--- src/rx_port_defs.svh ---
`ifndef RX_PORT_DEFS_SVH
`define RX_PORT_DEFS_SVH

// ****************************************************************
// register map
// ****************************************************************
`define OFS_CTRL        8'h00
`define OFS_STATUS      8'h04
`define OFS_SELFTEST    8'h08

// ****************************************************************
// control field positions and reset value
// ****************************************************************
`define CTRL_WIDTH8_BIT 0
`define CTRL_DEC_N_BIT  1
`define CTRL_FIFO_N_BIT 2
`define CTRL_POL_BIT    3
`define CTRL_ST_N_BIT   4
`define CTRL_RESET      5'h17

// ****************************************************************
// axi responses
// ****************************************************************
`define RESP_OKAY       2'h0
`define RESP_SLVERR     2'h2

// ****************************************************************
// timing and self-test sequence
// ****************************************************************
`define CHAR_DIV_DEF    8'h0A
`define SEQ_LEN         9'h1FF
`define SEQ_SEED        9'h1FF

`endif

--- src/rx_port_pkg.sv ---
package rx_port_pkg;

  // control bits, width select in bit 0
  typedef struct packed {
    logic st_n;
    logic pol;
    logic fifo_n;
    logic dec_n;
    logic width8;
  } ctrl_t;

  // one character from the decoder
  typedef struct packed {
    logic [11:0] bits;
    logic        is_cmd;
    logic        viol;
  } rx_char_t;

  // whole state of the port
  typedef struct packed {
    ctrl_t       ctrl;
    logic [2:0]  clk_s;
    logic [1:0]  en_s;
    logic [1:0]  ce_s;
    logic [7:0]  div_cnt;
    logic        clk_out;
    logic        clk_oe;
    logic        ce_low_prev;
    rx_char_t    pend;
    logic        pend_valid;
    logic [9:0]  data_hold;
    logic [3:0]  cmd_hold;
    logic [11:0] bits;
    logic        ind;
    logic        flag;
    logic        oe;
    logic [8:0]  lfsr;
    logic [8:0]  seq_pos;
    logic [7:0]  loops;
    logic [7:0]  overruns;
    logic [15:0] mismatches;
    logic        aw_have;
    logic        w_have;
    logic [7:0]  aw_addr;
    logic [31:0] w_data;
    logic        w_strb0;
    logic        awready;
    logic        wready;
    logic        bvalid;
    logic [1:0]  bresp;
    logic        arready;
    logic        rvalid;
    logic [31:0] rdata;
    logic [1:0]  rresp;
  } state_t;

endpackage

--- src/rx_parallel_port.sv ---
`timescale 1ns/1ps
`include "rx_port_defs.svh"
// Overview of operation
// - 8-bit decoded: bits 9:8 carry upper command bits of latest command.
// - 10-bit decoded: bits 9:8 carry bits 9:8 of latest data character.
// - decoder bypassed: bits 9:8 carry raw character bits nine and ten.
// - decoded: bits 11:10 carry low command bits of latest command.
// - 8-bit bypassed: bits 11:10 are driven low.
// - 10-bit bypassed: bits 11:10 carry raw bits eleven and twelve.
// - outputs update on the interface clock rising edge.
// - selected when enable active one edge after chip enable low.
// - selected drives pins after edge; deselect floats them after edge.
// - enable polarity follows the external queue polarity select.
// - character delivered in the cycle after an enabled edge.
// - 8-bit decoded: indicator high means new command, else new data.
// - 10-bit decoded: indicator high means new command, else new data.
// - decoder bypassed: indicator carries no function, held low.
// - violation flags bad sub-character; data and command stay unchanged.
// - each violation assertion lasts one interface clock period.
// - self-test mode reports sequence mismatches on the violation flag.
// - decoder bypassed outside self-test: violation flag held low.
// - read enable also floats the violation flag with the buses.
// - decoded data low byte on bits 7:0; commands leave it alone.
// - interface clock is host input with queue, else recovered output.
// - self-test compares each character with a 511-character sequence.
module rx_parallel_port
  import rx_port_pkg::*;
#(
  parameter logic [7:0] CHAR_DIV = `CHAR_DIV_DEF
) (
  input  wire logic        clk_i,
  input  wire logic        rst_i,
  // characters from the decoder
  input  wire logic        char_valid_i,
  input  wire rx_char_t    char_i,
  // host pins
  input  wire logic        rx_iface_clock_i,
  output logic             rx_iface_clock_o,
  output logic             rx_iface_clock_oe_o,
  input  wire logic        rx_read_enable_i,
  input  wire logic        chip_enable_n_i,
  output logic [11:0]      rx_char_bits_o,
  output logic             cmd_or_data_indicator_o,
  output logic             code_violation_flag_o,
  output logic             rx_bus_oe_o,
  // axi4-lite slave
  input  wire logic [31:0] s_axi_awaddr,
  input  wire logic        s_axi_awvalid,
  output logic             s_axi_awready,
  input  wire logic [31:0] s_axi_wdata,
  input  wire logic [3:0]  s_axi_wstrb,
  input  wire logic        s_axi_wvalid,
  output logic             s_axi_wready,
  output logic [1:0]       s_axi_bresp,
  output logic             s_axi_bvalid,
  input  wire logic        s_axi_bready,
  input  wire logic [31:0] s_axi_araddr,
  input  wire logic        s_axi_arvalid,
  output logic             s_axi_arready,
  output logic [31:0]      s_axi_rdata,
  output logic [1:0]       s_axi_rresp,
  output logic             s_axi_rvalid,
  input  wire logic        s_axi_rready
);

  if (CHAR_DIV < 8'h02) begin : g_bad_div
    $error("CHAR_DIV must be at least 2");
  end

  state_t st_r;
  state_t st_nxt;
  logic   edge_c;
  logic   en_act_c;
  logic   sel_c;
  logic   deliver_c;
  logic   new_viol_c;
  logic   seq_miss_c;
  logic   fb_c;

  // ****************************************************************
  // next-state logic
  // ****************************************************************
  always_comb begin
    st_nxt = st_r;
    // pin synchronisers
    st_nxt.clk_s = {st_r.clk_s[1:0], rx_iface_clock_i};
    st_nxt.en_s  = {st_r.en_s[0], rx_read_enable_i};
    st_nxt.ce_s  = {st_r.ce_s[0], chip_enable_n_i};

    // recovered character clock when the queue is bypassed
    if (st_r.div_cnt >= CHAR_DIV - 8'h01) begin
      st_nxt.div_cnt = 8'h00;
    end else begin
      st_nxt.div_cnt = st_r.div_cnt + 8'h01;
    end
    st_nxt.clk_out = (st_nxt.div_cnt < (CHAR_DIV >> 1));
    // interface clock rising edge, own or host supplied
    if (st_r.ctrl.fifo_n) begin
      edge_c = st_r.clk_s[1] && !st_r.clk_s[2];
    end else begin
      edge_c = st_nxt.clk_out && !st_r.clk_out;
    end

    en_act_c = st_r.ctrl.pol ? st_r.en_s[1] : !st_r.en_s[1];
    sel_c    = en_act_c && st_r.ce_low_prev;
    deliver_c = edge_c && sel_c && st_r.pend_valid;

    // self-test sequence check
    seq_miss_c = char_i.bits[8:0] != st_r.lfsr;
    fb_c       = st_r.lfsr[8] ^ st_r.lfsr[4];
    if (char_valid_i && !st_r.ctrl.st_n) begin
      st_nxt.lfsr = {st_r.lfsr[7:0], fb_c};
      if (st_r.seq_pos == `SEQ_LEN - 9'h001) begin
        st_nxt.seq_pos = 9'h000;
        st_nxt.loops   = st_r.loops + 8'h01;
      end else begin
        st_nxt.seq_pos = st_r.seq_pos + 9'h001;
      end
      if (seq_miss_c) begin
        st_nxt.mismatches = st_r.mismatches + 16'h0001;
      end
    end
    if (st_r.ctrl.st_n) begin
      st_nxt.lfsr    = `SEQ_SEED;
      st_nxt.seq_pos = 9'h000;
    end

    // pending character: a new arrival wins over the delivery clear
    if (deliver_c) begin
      st_nxt.pend_valid = 1'b0;
    end
    if (char_valid_i) begin
      st_nxt.pend       = char_i;
      st_nxt.pend_valid = 1'b1;
      if (!st_r.ctrl.st_n) begin
        st_nxt.pend.viol = seq_miss_c;
      end else if (!st_r.ctrl.dec_n) begin
        st_nxt.pend.viol = 1'b0;
      end
      if (st_r.pend_valid && !deliver_c) begin
        st_nxt.overruns = st_r.overruns + 8'h01;
      end
    end

    new_viol_c = st_r.pend.viol && (st_r.ctrl.dec_n || !st_r.ctrl.st_n);

    // interface edge: selection, delivery, flag timing
    if (edge_c) begin
      st_nxt.ce_low_prev = !st_r.ce_s[1];
      st_nxt.oe   = sel_c;
      st_nxt.flag = 1'b0;
      if (deliver_c) begin
        if (new_viol_c) begin
          st_nxt.flag = 1'b1;
        end else if (!st_r.ctrl.dec_n) begin
          st_nxt.ind = 1'b0;
          st_nxt.bits[9:0] = st_r.pend.bits[9:0];
          if (st_r.ctrl.width8) begin
            st_nxt.bits[11:10] = 2'h0;
          end else begin
            st_nxt.bits[11:10] = st_r.pend.bits[11:10];
          end
        end else if (st_r.pend.is_cmd) begin
          st_nxt.ind = 1'b1;
          if (st_r.ctrl.width8) begin
            st_nxt.cmd_hold = st_r.pend.bits[3:0];
          end else begin
            st_nxt.cmd_hold[1:0] = st_r.pend.bits[1:0];
          end
        end else begin
          st_nxt.ind = 1'b0;
          if (st_r.ctrl.width8) begin
            st_nxt.data_hold[7:0] = st_r.pend.bits[7:0];
          end else begin
            st_nxt.data_hold = st_r.pend.bits[9:0];
          end
        end
        if (!new_viol_c && st_r.ctrl.dec_n) begin
          st_nxt.bits[11:10] = st_nxt.cmd_hold[1:0];
          st_nxt.bits[7:0]   = st_nxt.data_hold[7:0];
          if (st_r.ctrl.width8) begin
            st_nxt.bits[9] = st_nxt.cmd_hold[2];
            st_nxt.bits[8] = st_nxt.cmd_hold[3];
          end else begin
            st_nxt.bits[9:8] = st_nxt.data_hold[9:8];
          end
        end
      end
    end
    if (!st_r.ctrl.dec_n && st_r.ctrl.st_n) begin
      st_nxt.flag = 1'b0;
    end

    // ****************************************************************
    // axi4-lite write
    // ****************************************************************
    if (s_axi_awvalid && st_r.awready) begin
      st_nxt.aw_have = 1'b1;
      st_nxt.aw_addr = s_axi_awaddr[7:0];
    end
    if (s_axi_wvalid && st_r.wready) begin
      st_nxt.w_have  = 1'b1;
      st_nxt.w_data  = s_axi_wdata;
      st_nxt.w_strb0 = s_axi_wstrb[0];
    end
    if (st_r.aw_have && st_r.w_have && !st_r.bvalid) begin
      st_nxt.aw_have = 1'b0;
      st_nxt.w_have  = 1'b0;
      st_nxt.bvalid  = 1'b1;
      st_nxt.bresp   = `RESP_OKAY;
      if (st_r.aw_addr == `OFS_CTRL) begin
        if (st_r.w_strb0) begin
          st_nxt.ctrl = st_r.w_data[4:0];
        end
      end else if (st_r.aw_addr != `OFS_STATUS &&
                   st_r.aw_addr != `OFS_SELFTEST) begin
        st_nxt.bresp = `RESP_SLVERR;
      end
    end else if (st_r.bvalid && s_axi_bready) begin
      st_nxt.bvalid = 1'b0;
    end
    st_nxt.awready = !st_nxt.aw_have && !st_nxt.bvalid;
    st_nxt.wready  = !st_nxt.w_have && !st_nxt.bvalid;
    st_nxt.clk_oe  = !st_nxt.ctrl.fifo_n;

    // ****************************************************************
    // axi4-lite read
    // ****************************************************************
    if (s_axi_arvalid && st_r.arready) begin
      st_nxt.rvalid = 1'b1;
      st_nxt.rresp  = `RESP_OKAY;
      unique case (s_axi_araddr[7:0])
        `OFS_CTRL: begin
          st_nxt.rdata = {27'h0000000, st_r.ctrl};
        end
        `OFS_STATUS: begin
          st_nxt.rdata = {st_r.mismatches, st_r.overruns, 4'h0,
                          st_r.ind, st_r.flag, st_r.oe,
                          st_r.pend_valid};
        end
        `OFS_SELFTEST: begin
          st_nxt.rdata = {15'h0000, st_r.seq_pos, st_r.loops};
        end
        default: begin
          st_nxt.rdata = 32'h00000000;
          st_nxt.rresp = `RESP_SLVERR;
        end
      endcase
    end else if (st_r.rvalid && s_axi_rready) begin
      st_nxt.rvalid = 1'b0;
    end
    st_nxt.arready = !st_nxt.rvalid;
  end

  // ****************************************************************
  // state register
  // ****************************************************************
  always_ff @(posedge clk_i or posedge rst_i) begin
    if (rst_i) begin
      st_r         <= '0;
      st_r.ctrl    <= `CTRL_RESET;
      st_r.lfsr    <= `SEQ_SEED;
      st_r.clk_out <= 1'b1;
    end else begin
      st_r <= st_nxt;
    end
  end

  // ****************************************************************
  // outputs
  // ****************************************************************
  assign rx_iface_clock_o        = st_r.clk_out;
  assign rx_iface_clock_oe_o     = st_r.clk_oe;
  assign rx_char_bits_o          = st_r.bits;
  assign cmd_or_data_indicator_o = st_r.ind;
  assign code_violation_flag_o   = st_r.flag;
  assign rx_bus_oe_o             = st_r.oe;
  assign s_axi_awready           = st_r.awready;
  assign s_axi_wready            = st_r.wready;
  assign s_axi_bvalid            = st_r.bvalid;
  assign s_axi_bresp             = st_r.bresp;
  assign s_axi_arready           = st_r.arready;
  assign s_axi_rvalid            = st_r.rvalid;
  assign s_axi_rdata             = st_r.rdata;
  assign s_axi_rresp             = st_r.rresp;

  // ****************************************************************
  // assertions
  // ****************************************************************
  property p_flag_one_period;
    @(posedge clk_i) disable iff (rst_i)
    (st_r.flag && edge_c && !(deliver_c && new_viol_c)) |=> !st_r.flag;
  endproperty
  a_flag_one_period: assert property (p_flag_one_period)
    else $error("violation flag held past one period");

  property p_flag_low_bypass;
    @(posedge clk_i) disable iff (rst_i)
    $rose(st_r.flag) |-> ($past(st_r.ctrl.dec_n) || !$past(st_r.ctrl.st_n));
  endproperty
  a_flag_low_bypass: assert property (p_flag_low_bypass)
    else $error("violation flag raised with decoder bypassed");

  property p_data_delivered;
    @(posedge clk_i) disable iff (rst_i)
    (deliver_c && !new_viol_c && st_r.ctrl.dec_n && !st_r.pend.is_cmd)
      |=> (st_r.bits[7:0] == $past(st_r.pend.bits[7:0])) && !st_r.ind;
  endproperty
  a_data_delivered: assert property (p_data_delivered)
    else $error("data character not delivered after enabled edge");

  property p_cmd_keeps_data;
    @(posedge clk_i) disable iff (rst_i)
    (deliver_c && !new_viol_c && st_r.ctrl.dec_n && st_r.pend.is_cmd)
      |=> $stable(st_r.bits[7:0]) && st_r.ind;
  endproperty
  a_cmd_keeps_data: assert property (p_cmd_keeps_data)
    else $error("command character disturbed data bits");

  property p_oe_after_select;
    @(posedge clk_i) disable iff (rst_i)
    $rose(st_r.oe) |-> $past(edge_c && sel_c);
  endproperty
  a_oe_after_select: assert property (p_oe_after_select)
    else $error("bus enabled without selection");

  property p_bypass8_high_low;
    @(posedge clk_i) disable iff (rst_i)
    (deliver_c && !st_r.ctrl.dec_n && st_r.ctrl.width8 && st_r.ctrl.st_n)
      |=> st_r.bits[11:10] == 2'h0 && !st_r.ind;
  endproperty
  a_bypass8_high_low: assert property (p_bypass8_high_low)
    else $error("upper bits not low in 8-bit bypass");

  property p_viol_holds_bits;
    @(posedge clk_i) disable iff (rst_i)
    (deliver_c && new_viol_c) |=> $stable(st_r.bits) && st_r.flag;
  endproperty
  a_viol_holds_bits: assert property (p_viol_holds_bits)
    else $error("outputs changed on violation");

  property p_bits_on_edge;
    @(posedge clk_i) disable iff (rst_i)
    $changed(st_r.bits) |-> $past(deliver_c);
  endproperty
  a_bits_on_edge: assert property (p_bits_on_edge)
    else $error("outputs changed away from interface edge");

  property p_ten_bit_cmd;
    @(posedge clk_i) disable iff (rst_i)
    (deliver_c && !new_viol_c && st_r.ctrl.dec_n && st_r.pend.is_cmd &&
     !st_r.ctrl.width8)
      |=> st_r.bits[11:10] == $past(st_r.pend.bits[1:0]);
  endproperty
  a_ten_bit_cmd: assert property (p_ten_bit_cmd)
    else $error("command bits not on bits 11:10");

endmodule

--- config.mk ---
export PLATFORM = sky130hd
export DESIGN_NAME = rx_parallel_port
export DESIGN_NICKNAME = d
export VERILOG_FILES = /design/src/rx_port_pkg.sv /design/src/rx_parallel_port.sv
export VERILOG_INCLUDE_DIRS = /design/src
export SDC_FILE = /design/constraint.sdc
export NUM_CORES = 1
export LEC_CHECK = 0
export BUFFER_PORTS_ARGS = -buffer_cell sky130_fd_sc_hd__buf_4
export CORE_UTILIZATION = 50
export DETAILED_ROUTE_END_ITERATION = 6
export GPL_ROUTABILITY_DRIVEN = 0
export PLACE_DENSITY = 0.75
export SLEW_MARGIN = 30
export SYNTH_ARGS = -nofsm -noshare
export SYNTH_HDL_FRONTEND = slang
export SYNTH_SLANG_ARGS = --single-unit
--- constraint.sdc ---
create_clock -name clk_i -period 11.7 [get_ports clk_i]
set_input_delay 1.17 -clock clk_i [delete_from_list [all_inputs] [get_ports clk_i]]
set_output_delay 1.17 -clock clk_i [all_outputs]
set_load 0.05 [all_outputs]
==> impl_metrics.ini, run 1 <==
[outcome]
status = finished clean

[worst_setup_path]
path_delay_family = simple AND/OR/NAND/NOR gates
cp_max_fo = 41
critPathMaxStageDelay_ns = 0.60
crit_arrival_ns = 3.00
cp_cell_sequence = buf_4 -> nor2b_1 -> nand3_1 -> nor3_1 -> nand4_1 -> xnor2_1
cpMaxStageDelayCell = nor3_1
cp-start-kind = input port
cp_data_required_time_ns = 12.01
criticalPathCategory = in2reg
cp_num_buf_inv = 1
cp-end-kind = flop

[floorplan]
die_w_um = 127
initial_core_util = 0.513
fp.coreArea_mm2 = 0.0153
rows = 45
pin_count = 183
die_h_um = 127
die-area_mm2 = 0.0162

[detailed_routing]
wl_mm = 14.9
drc = 0
ant_nets = 0
viasPerCell = 5.34
via_count = 5128
post_drt_wl_per_cell_um = 15.5
drtPass1Iterations = 4
drt-initial-drc-count = 322

[finish]
layout_commonest_cell = dfrtp_1
nets = 869
final_core_util = 0.591
final_cells = 960
layout_common_cells = 158 x dfrtp_1, 104 x buf_4, 55 x nand2_1, 55 x nor2_1, 33 x mux2_2
n_antenna_cell = 0
drive_above_1_share = 0.294
synthToLayoutAreaGrowth_pct = 15.0

[synthesis]
ys_ff_latch = 172
yosys.cell_types.count = 62
postSynthCellCount = 676
yosysWarnings = 0
synth_top_area_cell = dfrtp_1
yosysTopAreaCellShare = 0.505
syn_area_mm2 = 0.00783
ys_seq_area_frac = 0.552
syn_area_per_cell_um2 = 11.6
netlist_top_cells_area = dfrtp_1 50%, mux2_2 4.7%, buf_4 4.7%, dfstp_2 4.7%, xnor2_1 2.9%

[clock_tree]
cts_tree = done
cts.clk_slew.worst_paths_ns = 0.06
cts_resized = 0
cts_root_buffer = clkbuf_16
cts_setup_buffers = 0
htree_levels = 4
ctsHoldBuffers = 0
cts.path.max_buffers = 2
cts_sinks = 172
numCtsBuffers = 17
insertion_delay_ns = 0.42

[flow_run]
drv_cap = 0

[placed_design]
dpl.hpwl_mm = 10.4
dp_cells = 928
port_buffers = 102
post-place-ws_ns = 8.51

[power]
power.total_w = 0.00161
p_per_area_mw_per_mm2 = 178
vdd_drop_max_mv = 0.163
p_leak_nw = 4.21

[worst_hold_path]
hp-class = reg2reg

[timing]
slew_violations = 0
hold_viol_final = 0
setup_viol = 0
relSlewSlack = 0.358
min_period_over_period = 0.230
setup_ws_ns = 9.01
clock.fmax_mhz = 372
finalClockSkew_ns = 0.00891
worstMarginPinSlew_ns = 0.954
setup_tns_ns = 0
rsz0062_at_grt = no
final.min_clock_period_ns = 2.69

[global_route]
track_usage = 0.198
overflow = 0
grt_pass1_wl_mm = 25.2
grt_antenna_before_repair = 0
first_global_vias = 5140
grt_max_degree = 101
-- flip-flops by register name (all words and copies together) (netlist names) --
register                 cells
st_r                       112
st_nxt                       4
s_axi_wready                 1
s_axi_rdata                 32
rx_iface_clock_o             1
rx_iface_clock_oe_o          1
s_axi_rvalid                 1
s_axi_bresp                  1
rx_bus_oe_o                  1
s_axi_arready                1
s_axi_awready                1
code_violation_flag_o        1
s_axi_rresp                  1
rx_char_bits_o              12
s_axi_bvalid                 1
cmd_or_data_indicator_o      1
-- final timing paths --
check | startpoint | to | slack (ns) | depth (start not counted)
max | char_valid_i | st_r[99] | 9.01 | 6
max reg2reg | st_r[181] | st_r[149] | 9.19 | 8
min | st_nxt[192] | st_r[192] | 0.35 | 0
max in group asynchronous | rst_i | st_r[41] | 9.72 | 3
min in group asynchronous | rst_i | st_r[78] | 0.85 | 2
min reg2reg | st_nxt[192] | st_r[192] | 0.35 | 0
-- logic make-up (layout without fill, tap and decap cells) --
logic type,count (synthesis),count (layout),share of synthesized area
buffers and inverters,80,148,0.0645
AOI/OAI and AO/OA,112,112,0.0974
adders and majority gates,8,8,0.0128
other,1,6,0.000479
and+or+nand+nor,197,197,0.129
DFF,172,172,0.552
muxes,61,61,0.0936
xor gates and xnor gates,45,45,0.0503
-- synth_stat cells (all sizes together) --
library cell,count
nand4,11
a211oi,2
nor3b,1
xor2,19
nor2,59
ha,8
nor2b,15
nand2,57
nor4,4
a22o,15
a31oi,2
buf,57
nor3,10
a21o,1
or3,2
and3,6
dfstp,14
a311o,1
nand2b,5
a22oi,17
and2,2
o41ai,2
a21oi,28
a31o,1
o21bai,1
nand4b,1
nor4b,1
nor4bb,1
or4,2
a211o,8
a21boi,1
o31ai,10
mux4,2
mux2,48
and4,1
clkbuf,12
xnor2,26
mux2i,11
o211ai,1
conb,1
nand3,17
o21ai,22
inv,11
dfrtp,158
or2,2
-- power breakdown --
| group | internal (W) | total (W) | switching [W] |
|---|---|---|---|
| registers | 0.000700 | 0.000794 | 0.0000939 |
| clock network | 0.000289 | 0.000518 | 0.000229 |
| logic | 0.000135 | 0.000294 | 0.000159 |
-- area by class of cell --
cell class	count	area (um^2)
fill	1231	6250
sequential	172	4320
multi-input combinational	429	3030
timing repair buffer	105	792
clock buffer	20	467
tap	211	264
clock inverter	12	88.8
inverter	11	48.8
-- stage by stage --
stage / instance area (um^2) / hold slack, ns
3_3_place_gp: 8440 / 0.338
3_5_place_dp: 8440 / 0.335
2_1_floorplan: 7850 / 0.331
4_1_cts: 9000 / 0.351
5_1_grt: 9010 / 0.355
6_report: 9010 / 0.349
-- per-layer routing --
layer | track usage | wire length [um]
met2 | 0.318 | 7110
met3 | 0.0582 | 920
met1 | 0.261 | 6640
met5 | 0 | 0
met4 | 0.0630 | 193
No activity file was read; power rests on OpenSTA's default activity.
==> run 2: changes to the inputs <==
Clock period 11.7 ns to 2.6 ns, I/O delays scaled along.
==> run 2 against run 1 <==
The flow now finishes with violations (hold timing). Setup slack worse by 8.9 ns. Largest power group unchanged. Critical path type is now reg2reg. Core utilization is 0.93 points higher. Combinational power grew to 4.5 times the previous value.
==> impl_metrics.ini, run 2 (synthesized netlist as in run 1, its figures left out) <==
[worst_setup_path]
crit_start = st_r[181]
r2r-end = st_r[150]
crit_arrival_ns = 2.74
rr_worst_depth = 8
criticalPathCategory = reg2reg
cp_data_required_time_ns = 2.90
r2r_slack_ns = 0.16
cp_max_fo = 8
setup.worst_path.end = st_r[150]
cp-start-kind = flop
r2r_start = st_r[181]
cp-end-kind = flop

[finish]
drive_above_1_share = 0.291
layout_common_cells = 158 x dfrtp_1, 110 x buf_4, 56 x nor2_1
nets = 879
largest_register_ffs = 112
layout_commonest_cell = dfrtp_1
n_antenna_cell = 0
largest-register = st_r
final_area_mm2 = 0.00915
synthToLayoutAreaGrowth_pct = 16.9

[outcome]
status = complete, but fails checks
failed_checks = hold timing

[clock_tree]
numCtsBuffers = 17
cts_root_buffer = clkbuf_16
cts_sinks = 172
cts.path.max_buffers = 2
htree_levels = 4
insertion_delay_ns = 0.42
cts_setup_buffers = 0
cts_tree = done
cts.clk_slew.worst_paths_ns = 0.06

[global_route]
grt_antenna_before_repair = 0
first_global_vias = 5161
grt_max_degree = 95
grt_pass1_wl_mm = 25.4
overflow = 0
track_usage = 0.200

[power]
p_leak_nw = 4.29
p_per_area_mw_per_mm2 = 813
vdd_drop_max_mv = 0.735
power.total_w = 0.00744

[timing]
rsz0062_at_grt = no
worstMarginPinSlew_ns = 0.725
setup_viol = 0
finalClockSkew_ns = 0.00727
hold_ws_ns = -0.0129
hold_viol_final = 11
final.min_clock_period_ns = 2.44
min_period_over_period = 0.940
slew_violations = 0
relSlewSlack = 0.516
setup_tns_ns = 0
clock.fmax_mhz = 409

[flow_run]
drv_cap = 0

[detailed_routing]
wl_mm = 15.0
drt-initial-drc-count = 277
viasPerCell = 5.31
drc = 0
via_count = 5148
drtPass1Iterations = 5
post_drt_wl_per_cell_um = 15.4
ant_nets = 0

[floorplan]
rows = 45
die-area_mm2 = 0.0162
fp.coreArea_mm2 = 0.0153
pin_count = 183
die_w_um = 127
initial_core_util = 0.513
die_h_um = 127

[placed_design]
port_buffers = 102
dpl.hpwl_mm = 10.5
place_area_mm2 = 0.00852

[worst_hold_path]
hp-class = in2async
## run 2: cell count changes in the layout (fill, tap and decap cells not counted), moves of 3 or more
cell	before	now
dlygate4sd3_1	0	3
clkbuf_1	0	4
clkbuf_8	3	6
buf_4	104	110
clkinv_4	3	0
## run 2: cell type report
class                      count  area, um^2
timing repair buffer         115         896
clock buffer                  27         523
tap                          211         264
fill                        1199        6100
clock inverter                 5        80.1
multi-input combinational    429        3020
inverter                      11        45.0
sequential                   172        4320
## run 2: worst min-delay path by stage
stage | startpoint | to | cells after the start
2_1_floorplan | chip_enable_n_i | st_nxt[190] | 0
5_1_grt | rst_i | rx_bus_oe_o | 3
6_report | rst_i | st_r[100] | 3
4_1_cts | rst_i | st_r[101] | 3
3_5_place_dp | st_nxt[194] | st_nxt[195] | 0
3_3_place_gp | st_nxt[194] | st_nxt[195] | 0
## run 2: critical path, cell delays in order (launching register included)
cell      delay, ns
dfrtp_1        0.47
inv_1          0.07
ha_1           0.33
nand2b_1       0.17
a21oi_1        0.24
o21ai_2        0.11
and2_4         0.21
nor4_4         0.35
mux2_1         0.36
## run 2: repair_timing
item / CTS / global route
gates resized for setup: 0 / 0
hold buffers: 3 / 0
endpoints found under the setup margin: 0 / 0
hold endpoints to repair: 3 / 0
## run 2: report_power, final
| part | leakage [nW] | internal, W | total [W] | switching [W] |
|---|---|---|---|---|
| clock | 0.290 | 0.00157 | 0.00254 | 0.000967 |
| sequential | 2.19 | 0.00315 | 0.00358 | 0.000423 |
| combinational | 1.81 | 0.000617 | 0.00133 | 0.000711 |
| total | 4.29 | 0.00534 | 0.00744 | 0.00210 |
## run 2: stage by stage
| step | hold WS [ns] | instances | util | setup WS (ns) |
|---|---|---|---|---|
| global route | 0.0140 | 970 | 0.600 | 0.0606 |
| floorplan | 0.291 | 681 | - | 0.155 |
| CTS | 0.00520 | 970 | 0.600 | 0.148 |
| global placement | 0.339 | 935 | 0.558 | 0.275 |
| detailed placement | 0.339 | 935 | 0.558 | 0.167 |
| finish | -0.0129 | 970 | 0.600 | 0.157 |
## run 2: routing by layer
metal  wire length [um]  vias up  GRT usage
li1                   -     2453          -
met1               6760     2547      0.259
met2               7370      132      0.325
met3                681       16     0.0519
met4                159        0     0.0742
met5                  0        -          0
==> run 3: changes to the inputs <==
Clock period 2.6 ns to 3 ns, I/O delays scaled along.
==> run 3 against run 2 <==
The run now ends clean. Global-route usage barely moved. Count of clock-buffer cells in the layout fell by 6. Register-to-register slack improved by 0.35 ns. Routed wire length barely moved. Die area did not move. Total power fell by 9.7%. Non-clock buffer count fell by 2. First-iteration DRC count rose by 17%. Sequential cell count did not move. Fmax fell by 2.1%. Critical path depth did not move. Critical path type unchanged. Largest power group unchanged.
==> impl_metrics.ini, run 3 (synthesized netlist as in run 1, its figures left out) <==
[power]
power.total_w = 0.00671
power.share.switching = 0.277
p_leak_nw = 4.32
p_clk_frac = 0.367
combPwrFrac = 0.172
p_per_area_mw_per_mm2 = 729
pwr-share-seq = 0.461
switchingPower_w = 0.00186
vdd_drop_max_mv = 0.672
internal_power_w = 0.00485

[finish]
regArea_mm2 = 0.00432
nets = 877
n_antenna_cell = 0
drive_above_1_share = 0.292
nFillCells = 1190
multiInputGateArea_mm2 = 0.00303
largest-register = st_r
synthToLayoutAreaGrowth_pct = 17.7
largest_register_ffs = 112
layout_commonest_cell = dfrtp_1
final_area_mm2 = 0.00922
layout_common_cells = 158 x dfrtp_1, 107 x buf_4, 56 x nor2_1
final_core_util = 0.604

[floorplan]
die_h_um = 127
die-area_mm2 = 0.0162
fp.coreArea_mm2 = 0.0153
initial_core_util = 0.513
die_w_um = 127
rows = 45
pin_count = 183

[placed_design]
port_buffers = 102
dpl.hpwl_mm = 10.5
place_area_mm2 = 0.00852

[timing]
min_period_over_period = 0.832
setup_tns_ns = 0
hold_viol_final = 0
relSlewSlack = 0.475
worstMarginPinSlew_ns = 0.786
finalClockSkew_ns = 0.00948
clock.fmax_mhz = 401
final.min_clock_period_ns = 2.49
slew_violations = 0
setup_viol = 0
rsz0062_at_grt = no

[detailed_routing]
dr_wl_met3_um = 774
wl_mm = 15.0
post_drt_wl_per_cell_um = 15.5
drc = 0
ant_nets = 0
dr.max_layer_used = met4
drt-initial-drc-count = 325
wl_met1_mm = 6.77
viasPerCell = 5.29
via_count = 5119
dr_wl_met2_mm = 7.22
drtPass1Iterations = 5

[clock_tree]
cts_resized = 0
ctsHoldBuffers = 3
cts_tree = done
numCtsBuffers = 17
cts_root_buffer = clkbuf_16
cts_sinks = 172
cts.clk_slew.worst_paths_ns = 0.06
htree_levels = 4
cts.path.max_buffers = 2
insertion_delay_ns = 0.43
cts_setup_buffers = 0

[worst_setup_path]
cp_data_required_time_ns = 3.31
cp-end-kind = flop
cp-start-kind = flop
criticalPathCategory = reg2reg
cp_max_fo = 8
crit_arrival_ns = 2.81

[flow_run]
drv_cap = 0

[global_route]
track_usage = 0.200
grt_antenna_before_repair = 0
first_global_vias = 5133
overflow = 0
grt_max_degree = 56
grt_pass1_wl_mm = 25.2

[worst_hold_path]
hp-class = in2async

[outcome]
status = finished clean
## run 3: area by class of cell
type | count | share of cell area
clock buffer | 21 | 0.0489
timing repair buffer | 113 | 0.0969
tap | 211 | 0.0286
inverter | 11 | 0.00489
multi-input combinational | 429 | 0.328
sequential | 172 | 0.469
clock inverter | 11 | 0.0234
## run 3: through the flow
stage	worst slack, ns	hold WS, ns	std cells
3_3_place_gp	0.597	0.337	933
3_5_place_dp	0.513	0.337	933
6_report	0.505	0.0214	968
5_1_grt	0.281	0.0653	968
4_1_cts	0.495	0.0349	968
2_1_floorplan	0.515	0.331	681
## run 3: final timing paths
path                       cells after the start          from  slack (ns)            to
setup / recovery                               8     st_r[181]        0.51     st_r[150]
hold / removal                                 2         rst_i        0.02     st_r[102]
setup reg to reg                               8     st_r[181]        0.51     st_r[150]
hold reg to reg                                0   st_nxt[190]        0.35     st_r[190]
max in group asynchronous                      3         rst_i        2.23     st_r[127]
min in group clk_i                             2  s_axi_wvalid        0.07  s_axi_wready
## run 3: worst max-delay path, cell delays in order (launching register included)
cell and delay, ns:
dfrtp_1 0.47, inv_1 0.07, ha_1 0.32, nand2b_1 0.15, a21oi_1 0.32, o21ai_2 0.13, and2_4 0.21, nor4_4 0.36
mux2_1 0.36
## run 3: layer usage
metal	track usage	vias to the layer above
met5	0	-
met4	0.0665	0
li1	-	2444
met1	0.261	2530
met3	0.0549	15
met2	0.326	130
## run 3: power groups by stage
stage,logic (W),clock network (W),registers [W]
5_1_grt,0.00130,0.00260,0.00316
3_5_place_dp,0.00116,0,0.00313
6_report,0.00116,0.00246,0.00309
2_1_floorplan,0.000796,0,0.00313
4_1_cts,0.00117,0.00250,0.00309
3_3_place_gp,0.00111,0,0.00310
